==> config.mk <==
export PLATFORM = sky130hd
export DESIGN_NAME = code_security
export DESIGN_NICKNAME = d
export VERILOG_FILES = /design/src/design/sec_pkg.sv /design/src/design/sec_store_if.sv /design/src/design/sec_store.sv /design/src/design/code_security.sv
export SDC_FILE = /design/constraint.sdc
export NUM_CORES = 1
export LEC_CHECK = 0
export BUFFER_PORTS_ARGS = -buffer_cell sky130_fd_sc_hd__buf_2
export CAP_MARGIN = 20
export CORE_ASPECT_RATIO = 0.7
export CORE_UTILIZATION = 36
export CTS_CLUSTER_SIZE = 30
export DETAILED_ROUTE_END_ITERATION = 6
export PLACE_DENSITY_LB_ADDON = 0.05
export SKIP_LAST_GASP = 1
export SLEW_MARGIN = 30
export SYNTH_ARGS = -nofsm -noshare
export SYNTH_HDL_FRONTEND = slang
export SYNTH_SLANG_ARGS = --single-unit
==> constraint.sdc <==
create_clock -name clk_sys -period 1.7 [get_ports clk_sys]
set_input_delay 0.51 -clock clk_sys [delete_from_list [all_inputs] [get_ports clk_sys]]
set_output_delay 0.51 -clock clk_sys [all_outputs]
set_load 0.01 [all_outputs]
==> src/design/sec_pkg.sv <==
// constants for the code security settings block
// assumes a single clock domain and an apb register slave in front of it
package sec_pkg;

// ======================================
// register map (byte addresses)
localparam logic [11:0] OFS_SEC = 12'h000;
localparam logic [11:0] OFS_CMD = 12'h004;
localparam logic [11:0] OFS_STATUS = 12'h008;

// ======================================
// security byte layout and reset value
localparam logic [7:0] SEC_ERASED = 8'hff;
localparam logic [7:0] SEC_RSVD_MASK = 8'hcc;
localparam int LOCK_POS = 0;
localparam int INHIBIT_POS = 1;
localparam int DUAL_POS = 4;
localparam int SINGLE_POS = 5;

// ======================================
// command and status fields
localparam int CMD_ERASE_POS = 0;
localparam int ST_PROG_POS = 0;
localparam int ST_LOCKED_POS = 1;
localparam int ST_LOADER_POS = 2;
localparam int ST_DUAL_HIT_POS = 3;
localparam int ST_SINGLE_HIT_POS = 4;

// ======================================
// synchroniser depth and the idle pin levels its flops reset to
localparam int SYNC_DEPTH_DEF = 2;
// order {pin_c, pin_b, pin_a, reset_pin, prog_mode}: selects high, others low
localparam logic [4:0] PIN_IDLE = 5'h1c;

endpackage

==> src/design/sec_store_if.sv <==
// carrier between the security control logic and the security byte store
// assumes both ends sit on the same clock
`timescale 1ns/1ns
interface sec_store_if;
	logic clear_en;
	logic [7:0] clear_data;
	logic erase_all;
	logic [7:0] bits;
	modport ctrl (output clear_en, output clear_data, output erase_all, input bits);
	modport store (input clear_en, input clear_data, input erase_all, output bits);
endinterface

==> src/design/sec_store.sv <==
// nonvolatile-style security byte: bits only fall, erase-all restores them
// assumes requests arrive on clk_sys; reset models a freshly erased part
`timescale 1ns/1ns
module sec_store
	import sec_pkg::*;
(
	input wire logic clk_sys,
	input wire logic rst,
	sec_store_if.store port
);

	logic [7:0] bits_ff;
	logic [7:0] nxt_bits;

	// ======================================
	// next value
	always_comb begin
		nxt_bits = bits_ff;
		if (port.erase_all) begin
			nxt_bits = SEC_ERASED;
		end else if (port.clear_en) begin
			// and-only update: a cleared bit never returns by programming
			nxt_bits = bits_ff & (port.clear_data | SEC_RSVD_MASK);
		end
	end

	always_ff @(posedge clk_sys or posedge rst) begin
		if (rst) begin
			bits_ff <= SEC_ERASED;
		end else begin
			bits_ff <= nxt_bits;
		end
	end

	assign port.bits = bits_ff;

	// ======================================
	// checks
	a_no_rise_store: assert property (@(posedge clk_sys) disable iff (rst)
		!$past(port.erase_all) |-> ((bits_ff & ~$past(bits_ff)) == 8'h00))
		else $error("security bit rose without erase-all");
	a_erase_restores: assert property (@(posedge clk_sys) disable iff (rst)
		port.erase_all |=> bits_ff == SEC_ERASED)
		else $error("erase-all did not restore security byte");
	a_rsvd_kept: assert property (@(posedge clk_sys) disable iff (rst)
		(bits_ff & SEC_RSVD_MASK) == SEC_RSVD_MASK)
		else $error("reserved security bit cleared");

endmodule

==> src/design/code_security.sv <==
// code security settings: apb slave for the programmer, table read gating,
// hardware reboot into the loader flash bank
// assumes apb on clk_sys; pins and the reset pin level are asynchronous
`timescale 1ns/1ns
module code_security
	import sec_pkg::*;
#(
	parameter int SYNC_DEPTH = SYNC_DEPTH_DEF
)(
	input wire logic clk_sys,
	input wire logic rst,
	input wire logic [11:0] paddr,
	input wire logic psel,
	input wire logic penable,
	input wire logic pwrite,
	input wire logic [31:0] pwdata,
	input wire logic [3:0] pstrb,
	output logic [31:0] prdata,
	output logic pready,
	output logic pslverr,
	input wire logic prog_mode_pin,
	input wire logic reset_pin,
	input wire logic reboot_select_pin_a,
	input wire logic reboot_select_pin_b,
	input wire logic reboot_select_pin_c,
	input wire logic code_table_read,
	input wire logic exec_from_external,
	input wire logic target_internal,
	output logic table_read_internal,
	output logic table_read_external,
	output logic flash_access_allow,
	output logic fetch_from_loader_flash
);

	if (SYNC_DEPTH < 2) begin : g_bad_depth
		$error("SYNC_DEPTH must be at least 2");
	end

	// ======================================
	// pin synchronisers
	localparam int NPIN = 5;
	logic [NPIN-1:0] pin_raw;
	logic [NPIN-1:0] sync_ff [SYNC_DEPTH];
	logic [NPIN-1:0] pin_s;

	assign pin_raw = {reboot_select_pin_c, reboot_select_pin_b, reboot_select_pin_a, reset_pin, prog_mode_pin};

	always_ff @(posedge clk_sys or posedge rst) begin
		if (rst) begin
			// idle levels, not all ones: a mode pin seen high out of reset
			// would open flash access for two edges before the pins arrive
			for (int i = 0; i < SYNC_DEPTH; i++) begin
				sync_ff[i] <= PIN_IDLE;
			end
		end else begin
			sync_ff[0] <= pin_raw;
			for (int i = 1; i < SYNC_DEPTH; i++) begin
				sync_ff[i] <= sync_ff[i-1];
			end
		end
	end

	assign pin_s = sync_ff[SYNC_DEPTH-1];

	logic prog_mode_s;
	logic reset_pin_s;
	logic pin_a_s;
	logic pin_b_s;
	logic pin_c_s;
	assign prog_mode_s = pin_s[0];
	assign reset_pin_s = pin_s[1];
	assign pin_a_s = pin_s[2];
	assign pin_b_s = pin_s[3];
	assign pin_c_s = pin_s[4];

	// ======================================
	// security byte store
	sec_store_if st_if ();

	sec_store u_store (
		.clk_sys(clk_sys),
		.rst(rst),
		.port(st_if.store)
	);

	logic [7:0] sec_bits;
	logic lock_bit;
	logic table_read_inhibit_bit;
	logic dual_pin_reboot_enable;
	logic single_pin_reboot_enable;
	assign sec_bits = st_if.bits;
	assign lock_bit = sec_bits[LOCK_POS];
	assign table_read_inhibit_bit = sec_bits[INHIBIT_POS];
	assign dual_pin_reboot_enable = sec_bits[DUAL_POS];
	assign single_pin_reboot_enable = sec_bits[SINGLE_POS];

	// ======================================
	// apb slave: one wait state so read data come from a flop
	logic ack_ff;
	logic nxt_ack;
	logic [31:0] rdata_ff;
	logic [31:0] nxt_rdata;
	logic err_ff;
	logic nxt_err;
	logic access;
	logic done;
	logic hit_sec;
	logic hit_cmd;
	logic hit_status;
	logic sec_ok;
	logic [7:0] status_byte;

	assign access = psel & penable;
	assign done = access & ack_ff;
	assign hit_sec = paddr == OFS_SEC;
	assign hit_cmd = paddr == OFS_CMD;
	assign hit_status = paddr == OFS_STATUS;
	// security byte only in programming mode and while unlocked
	assign sec_ok = prog_mode_s & lock_bit;

	always_comb begin
		nxt_ack = access & ~ack_ff;
		nxt_rdata = rdata_ff;
		nxt_err = err_ff;
		if (access & ~ack_ff) begin
			nxt_rdata = 32'h0000_0000;
			nxt_err = 1'b0;
			if (hit_sec) begin
				nxt_err = ~sec_ok;
				if (sec_ok & ~pwrite) begin
					nxt_rdata = {24'h00_0000, sec_bits};
				end
			end else if (hit_cmd) begin
				// erase-all is the only way out of the lock, so the lock bit never refuses it; only programming mode does
				nxt_err = ~prog_mode_s;
			end else if (hit_status) begin
				nxt_err = pwrite;
				if (~pwrite) begin
					nxt_rdata = {24'h00_0000, status_byte};
				end
			end else begin
				nxt_err = 1'b1;
			end
		end
	end

	always_ff @(posedge clk_sys or posedge rst) begin
		if (rst) begin
			ack_ff <= 1'b0;
			rdata_ff <= 32'h0000_0000;
			err_ff <= 1'b0;
		end else begin
			ack_ff <= nxt_ack;
			rdata_ff <= nxt_rdata;
			err_ff <= nxt_err;
		end
	end

	assign pready = ack_ff;
	assign prdata = rdata_ff;
	assign pslverr = ack_ff & err_ff;

	// writes land only at the completing edge and only when not refused
	// the gate is checked again at the commit edge: the mode pin may fall
	// inside the access phase, and then the write is dropped
	assign st_if.clear_en = done & pwrite & hit_sec & ~err_ff & sec_ok & pstrb[0];
	assign st_if.clear_data = pwdata[7:0];
	assign st_if.erase_all = done & pwrite & hit_cmd & ~err_ff & prog_mode_s & pstrb[0]
		& pwdata[CMD_ERASE_POS];

	// flash array access for the programmer follows the same gate
	assign flash_access_allow = prog_mode_s & lock_bit;

	// ======================================
	// code table read routing
	always_comb begin
		table_read_internal = 1'b0;
		table_read_external = 1'b0;
		if (code_table_read) begin
			if (exec_from_external & ~table_read_inhibit_bit) begin
				table_read_external = 1'b1;
			end else begin
				// internal code, or inhibit off: the request goes where it points
				table_read_internal = target_internal;
				table_read_external = ~target_internal;
			end
		end
	end

	// ======================================
	// hardware reboot into the loader flash bank
	logic dual_hit;
	logic single_hit;
	logic loader_ff;
	logic nxt_loader;
	logic dual_hit_ff;
	logic nxt_dual_hit;
	logic single_hit_ff;
	logic nxt_single_hit;

	assign dual_hit = ~dual_pin_reboot_enable & ~pin_a_s & ~pin_b_s;
	assign single_hit = ~single_pin_reboot_enable & ~pin_c_s;

	// pins are sampled continuously while the reset pin is high;
	// the last sample before release decides the boot bank
	always_comb begin
		nxt_loader = loader_ff;
		nxt_dual_hit = dual_hit_ff;
		nxt_single_hit = single_hit_ff;
		if (reset_pin_s) begin
			nxt_loader = dual_hit | single_hit;
			nxt_dual_hit = dual_hit;
			nxt_single_hit = single_hit;
		end
	end

	always_ff @(posedge clk_sys or posedge rst) begin
		if (rst) begin
			loader_ff <= 1'b0;
			dual_hit_ff <= 1'b0;
			single_hit_ff <= 1'b0;
		end else begin
			loader_ff <= nxt_loader;
			dual_hit_ff <= nxt_dual_hit;
			single_hit_ff <= nxt_single_hit;
		end
	end

	assign fetch_from_loader_flash = loader_ff;

	assign status_byte = {3'h0, single_hit_ff, dual_hit_ff, loader_ff, ~lock_bit, prog_mode_s};

	// ======================================
	// checks
	a_sec_needs_mode: assert property (@(posedge clk_sys) disable iff (rst)
		st_if.clear_en |-> prog_mode_s && lock_bit)
		else $error("security byte written outside programming mode");
	a_sec_refused: assert property (@(posedge clk_sys) disable iff (rst)
		(access && !ack_ff && hit_sec && !prog_mode_s) |=> pready && pslverr)
		else $error("security access outside programming mode not refused");
	a_lock_refuses: assert property (@(posedge clk_sys) disable iff (rst)
		(access && !ack_ff && hit_sec && !lock_bit) |=> pslverr && prdata == 32'h0000_0000)
		else $error("locked security byte still reachable");
	a_lock_flash: assert property (@(posedge clk_sys) disable iff (rst)
		!lock_bit |-> !flash_access_allow)
		else $error("flash access allowed while locked");
	a_inhibit_ext: assert property (@(posedge clk_sys) disable iff (rst)
		(code_table_read && exec_from_external && !table_read_inhibit_bit) |->
			(table_read_external && !table_read_internal))
		else $error("inhibited table read reached internal code");
	a_internal_free: assert property (@(posedge clk_sys) disable iff (rst)
		(code_table_read && !exec_from_external) |-> table_read_internal == target_internal)
		else $error("internal table read misrouted");
	a_no_inhibit: assert property (@(posedge clk_sys) disable iff (rst)
		(code_table_read && table_read_inhibit_bit) |->
			(table_read_internal ^ table_read_external) && table_read_internal == target_internal)
		else $error("table read restricted with inhibit off");
	a_dual_boot: assert property (@(posedge clk_sys) disable iff (rst)
		(reset_pin_s && !dual_pin_reboot_enable && !pin_a_s && !pin_b_s) ##1 !reset_pin_s[*2]
			|-> fetch_from_loader_flash)
		else $error("dual pin reboot not taken");
	a_single_boot: assert property (@(posedge clk_sys) disable iff (rst)
		(reset_pin_s && !single_pin_reboot_enable && !pin_c_s) |=> fetch_from_loader_flash)
		else $error("single pin reboot not taken");
	a_no_boot_default: assert property (@(posedge clk_sys) disable iff (rst)
		(reset_pin_s && dual_pin_reboot_enable && single_pin_reboot_enable) |=> !fetch_from_loader_flash)
		else $error("loader boot without enabled condition");
	a_boot_held: assert property (@(posedge clk_sys) disable iff (rst)
		(!reset_pin_s && !$past(reset_pin_s)) |-> $stable(fetch_from_loader_flash))
		else $error("boot bank changed outside reset");

endmodule

==> impl_metrics.py <==
metrics = {
    "status": {
        "outcome": "complete, but fails checks",
        "violations": "setup timing",
    },
    "clock_network": {
        "insertion_delay_ns": 0.26,
        "clk_pin_slew_ns": 0.08,
        "cts_buffers": 3,
        "clock_path_buffers": 2,
        "cts_hold_buffers": 0,
        "cts_tree": "built",
        "clkSinkCount": 27,
        "cts_max_level": 1,
        "cts-root-buf": "clkbuf_8",
    },
    "grt": {
        "grt_pass1_wl_mm": 4.40,
        "grt_overflow": 0,
        "first_global_vias": 998,
        "grt_antenna_before_repair": 0,
        "grt_max_degree": 28,
        "grt_usage_pct": 15.4,
    },
    "drt": {
        "wl_met3_um": 185,
        "drc": 0,
        "routed.top_layer": "met3",
        "ant_nets": 0,
        "wl_per_cell_um": 11.7,
        "drt-vias-per-instance": 4.43,
        "wl_met2_mm": 1.29,
        "vias": 1042,
        "wirelength_mm": 2.74,
        "firstDrtPassIters": 4,
        "dr.first_iter.drc_count": 25,
        "drt-met1-wl_mm": 1.27,
    },
    "setup_path": {
        "crit_buf_inv": 1,
        "crit_fanout": 3,
        "end_kind": "flip-flop",
        "crit_chain": "buf_6, or4_4, or4_4, or4_4, nand2_1",
        "crit_cells": 5,
        "slowest_delay_ns": 0.54,
        "critPathTopFamily": "simple AND/OR/NAND/NOR gates",
        "slowest_stage": "or4_4",
        "criticalPathCategory": "input port to flip-flop",
        "reg2regPathDepth": 4,
        "cp.arrival_ns": 2.22,
        "worstSetupStartpointType": "input port",
        "cp_common_cell": "or4_4",
        "required_ns": 1.91,
    },
    "cells_and_area": {
        "area_delta_synth_final_pct": 30.5,
        "num-nets-final": 250,
        "fillers": 328,
        "num_antenna_cells": 0,
        "stdcell_count": 235,
        "final_cell_mix": "buf_2, conb_1, buf_4",
        "drive_gt1_share_pct": 46.8,
        "mostFrequentLayoutCell": "buf_2",
    },
    "die": {
        "core_area_um2": 3320,
        "initial_core_util_pct": 39.8,
        "dieHeight_um": 52.7,
        "die_w_um": 74.4,
        "die_area_um2": 3920,
        "rows": 17,
        "io_pins": 99,
    },
    "sta": {
        "rsz0062_at_grt": "yes",
        "fin_crit_sh_pct": 118,
        "clock.fmax_mhz": 498,
        "final.min_clock_period_ns": 2.01,
        "fin_skew_ns": 0.00317,
        "fin_ws_ns": -0.310,
        "setup_viol": 9,
        "hold_violations": 0,
        "drv_slew": 0,
    },
    "power": {
        "p_leak_nw": 0.902,
        "ir_drop_uv": 416,
        "pwr_density_cell_nw_per_um2": 676,
    },
    "yosys": {
        "yosys_most_used_dff": "dfrtp_1",
        "ys_warn_count": 0,
        "synthCells": 127,
        "synth_edf_count": 0,
        "yosysSeqAreaShare_pct": 52.2,
        "syn_area_per_cell_um2": 10.4,
        "syn_area_um2": 1320,
        "synth-seq-cells": 27,
        "synth.distinct_cells": 29,
        "async_reset_ff_share_pct": 100,
    },
    "placement": {
        "place.gp.congestion": 0.792,
        "dp_slack_ns": -0.665,
        "hpwl_mm": 2.12,
        "io_buffers": 43,
        "placed_cells": 228,
    },
    "worst_hold_path": {
        "hp-class": "input port to async pin",
    },
    "job": {
        "drv_cap": 0,
    },
}
==> cells in the mapped netlist (all sizes together) (3+ instances only) <==
| library cell | n | share of area (%) |
|---|---|---|
| buf | 25 | 14 |
| dfrtp | 16 | 30 |
| nand2 | 13 | 3.7 |
| dfstp | 11 | 22 |
| inv | 6 | 1.7 |
| nor2 | 6 | 1.7 |
| or4 | 5 | 3.7 |
| nand3 | 4 | 1.5 |
| nor4 | 4 | 1.9 |
| o21ai | 4 | 1.5 |
| o31ai | 4 | 2.3 |
| a22o | 3 | 2.0 |
| and2 | 3 | 1.4 |
| nor3 | 3 | 1.1 |
==> logic make-up after synthesis <==
logic type	share of synthesized area, %
mux	1.71
simple gates	20.2
buf+inv	16.5
flops	52.2
compound gates	9.10
other cells	0.284
==> tightest hold or removal path, cell delays in order <==
cell	delay [ns]
buf_2	0.09
inv_1	0.04
buf_4	0.30
==> area by class of cell <==
class                   count  area, um2  area share (%)
clock buffers               4       45.0            2.61
well taps                  47       58.8            3.41
flip-flops and latches     27        689            40.0
repair buffers             61        367            21.3
inverters                   6       22.5            1.31
multi-input cells          90        541            31.4
==> power breakdown <==
group	switching [mW]	internal [mW]
Combinational	0.0814	0.0613
Clock	0.176	0.167
Sequential	0.0102	0.668
==> repair_timing <==
item	CTS	global route
resized for setup	6	5
setup endpoints to repair	10	13
pin swaps	7	2
buffers inserted	1	2
==> state kept, by name, summed over array words and instances, names as in the netlist <==
| register | count |
|---|---|
| dual_hit_ff | 1 |
| err_ff | 1 |
| fetch_from_loader_flash | 1 |
| pin_s | 5 |
| prdata | 7 |
| pready | 1 |
| single_hit_ff | 1 |
| sync_ff | 5 |
| u_store.port.bits | 5 |
==> final timing paths <==
kind                                           start              endpoint  slack, ns
worst max-delay path                        paddr[5]             prdata[6]      -0.31
worst min-delay path                             rst            sync_ff[5]       0.28
worst max register to register  u_store.port.bits[0]             prdata[6]      -0.02
worst min register to register            sync_ff[6]              pin_s[1]       0.35
max in group asynchronous                        rst  u_store.port.bits[6]       1.12
min in group clk_sys             reboot_select_pin_b            sync_ff[8]       0.34
==> metrics by stage <==
stage / hold slack (ns) / power [mW] / util (%) / TNS, ns / area (um2)
finish: 0.282 / 1.16 / 51.9 / -2.27 / 1720
global route: 0.319 / 1.23 / 51.9 / -2.81 / 1720
global placement: 0.332 / 0.823 / 48.3 / -5.16 / 1600
detailed placement: 0.338 / 0.826 / 48.3 / -5.34 / 1600
CTS: 0.286 / 1.18 / 50.6 / -2.23 / 1680
floorplan: 0.331 / 0.793 / - / -3.49 / 1410
==> layer usage <==
layer	GRT usage, %	vias up
li1	-	510
met1	19.4	491
met2	26.6	41
met3	4.81	0
met4	2.20	0
met5	0	-
Power figures use the tool's default switching activity.
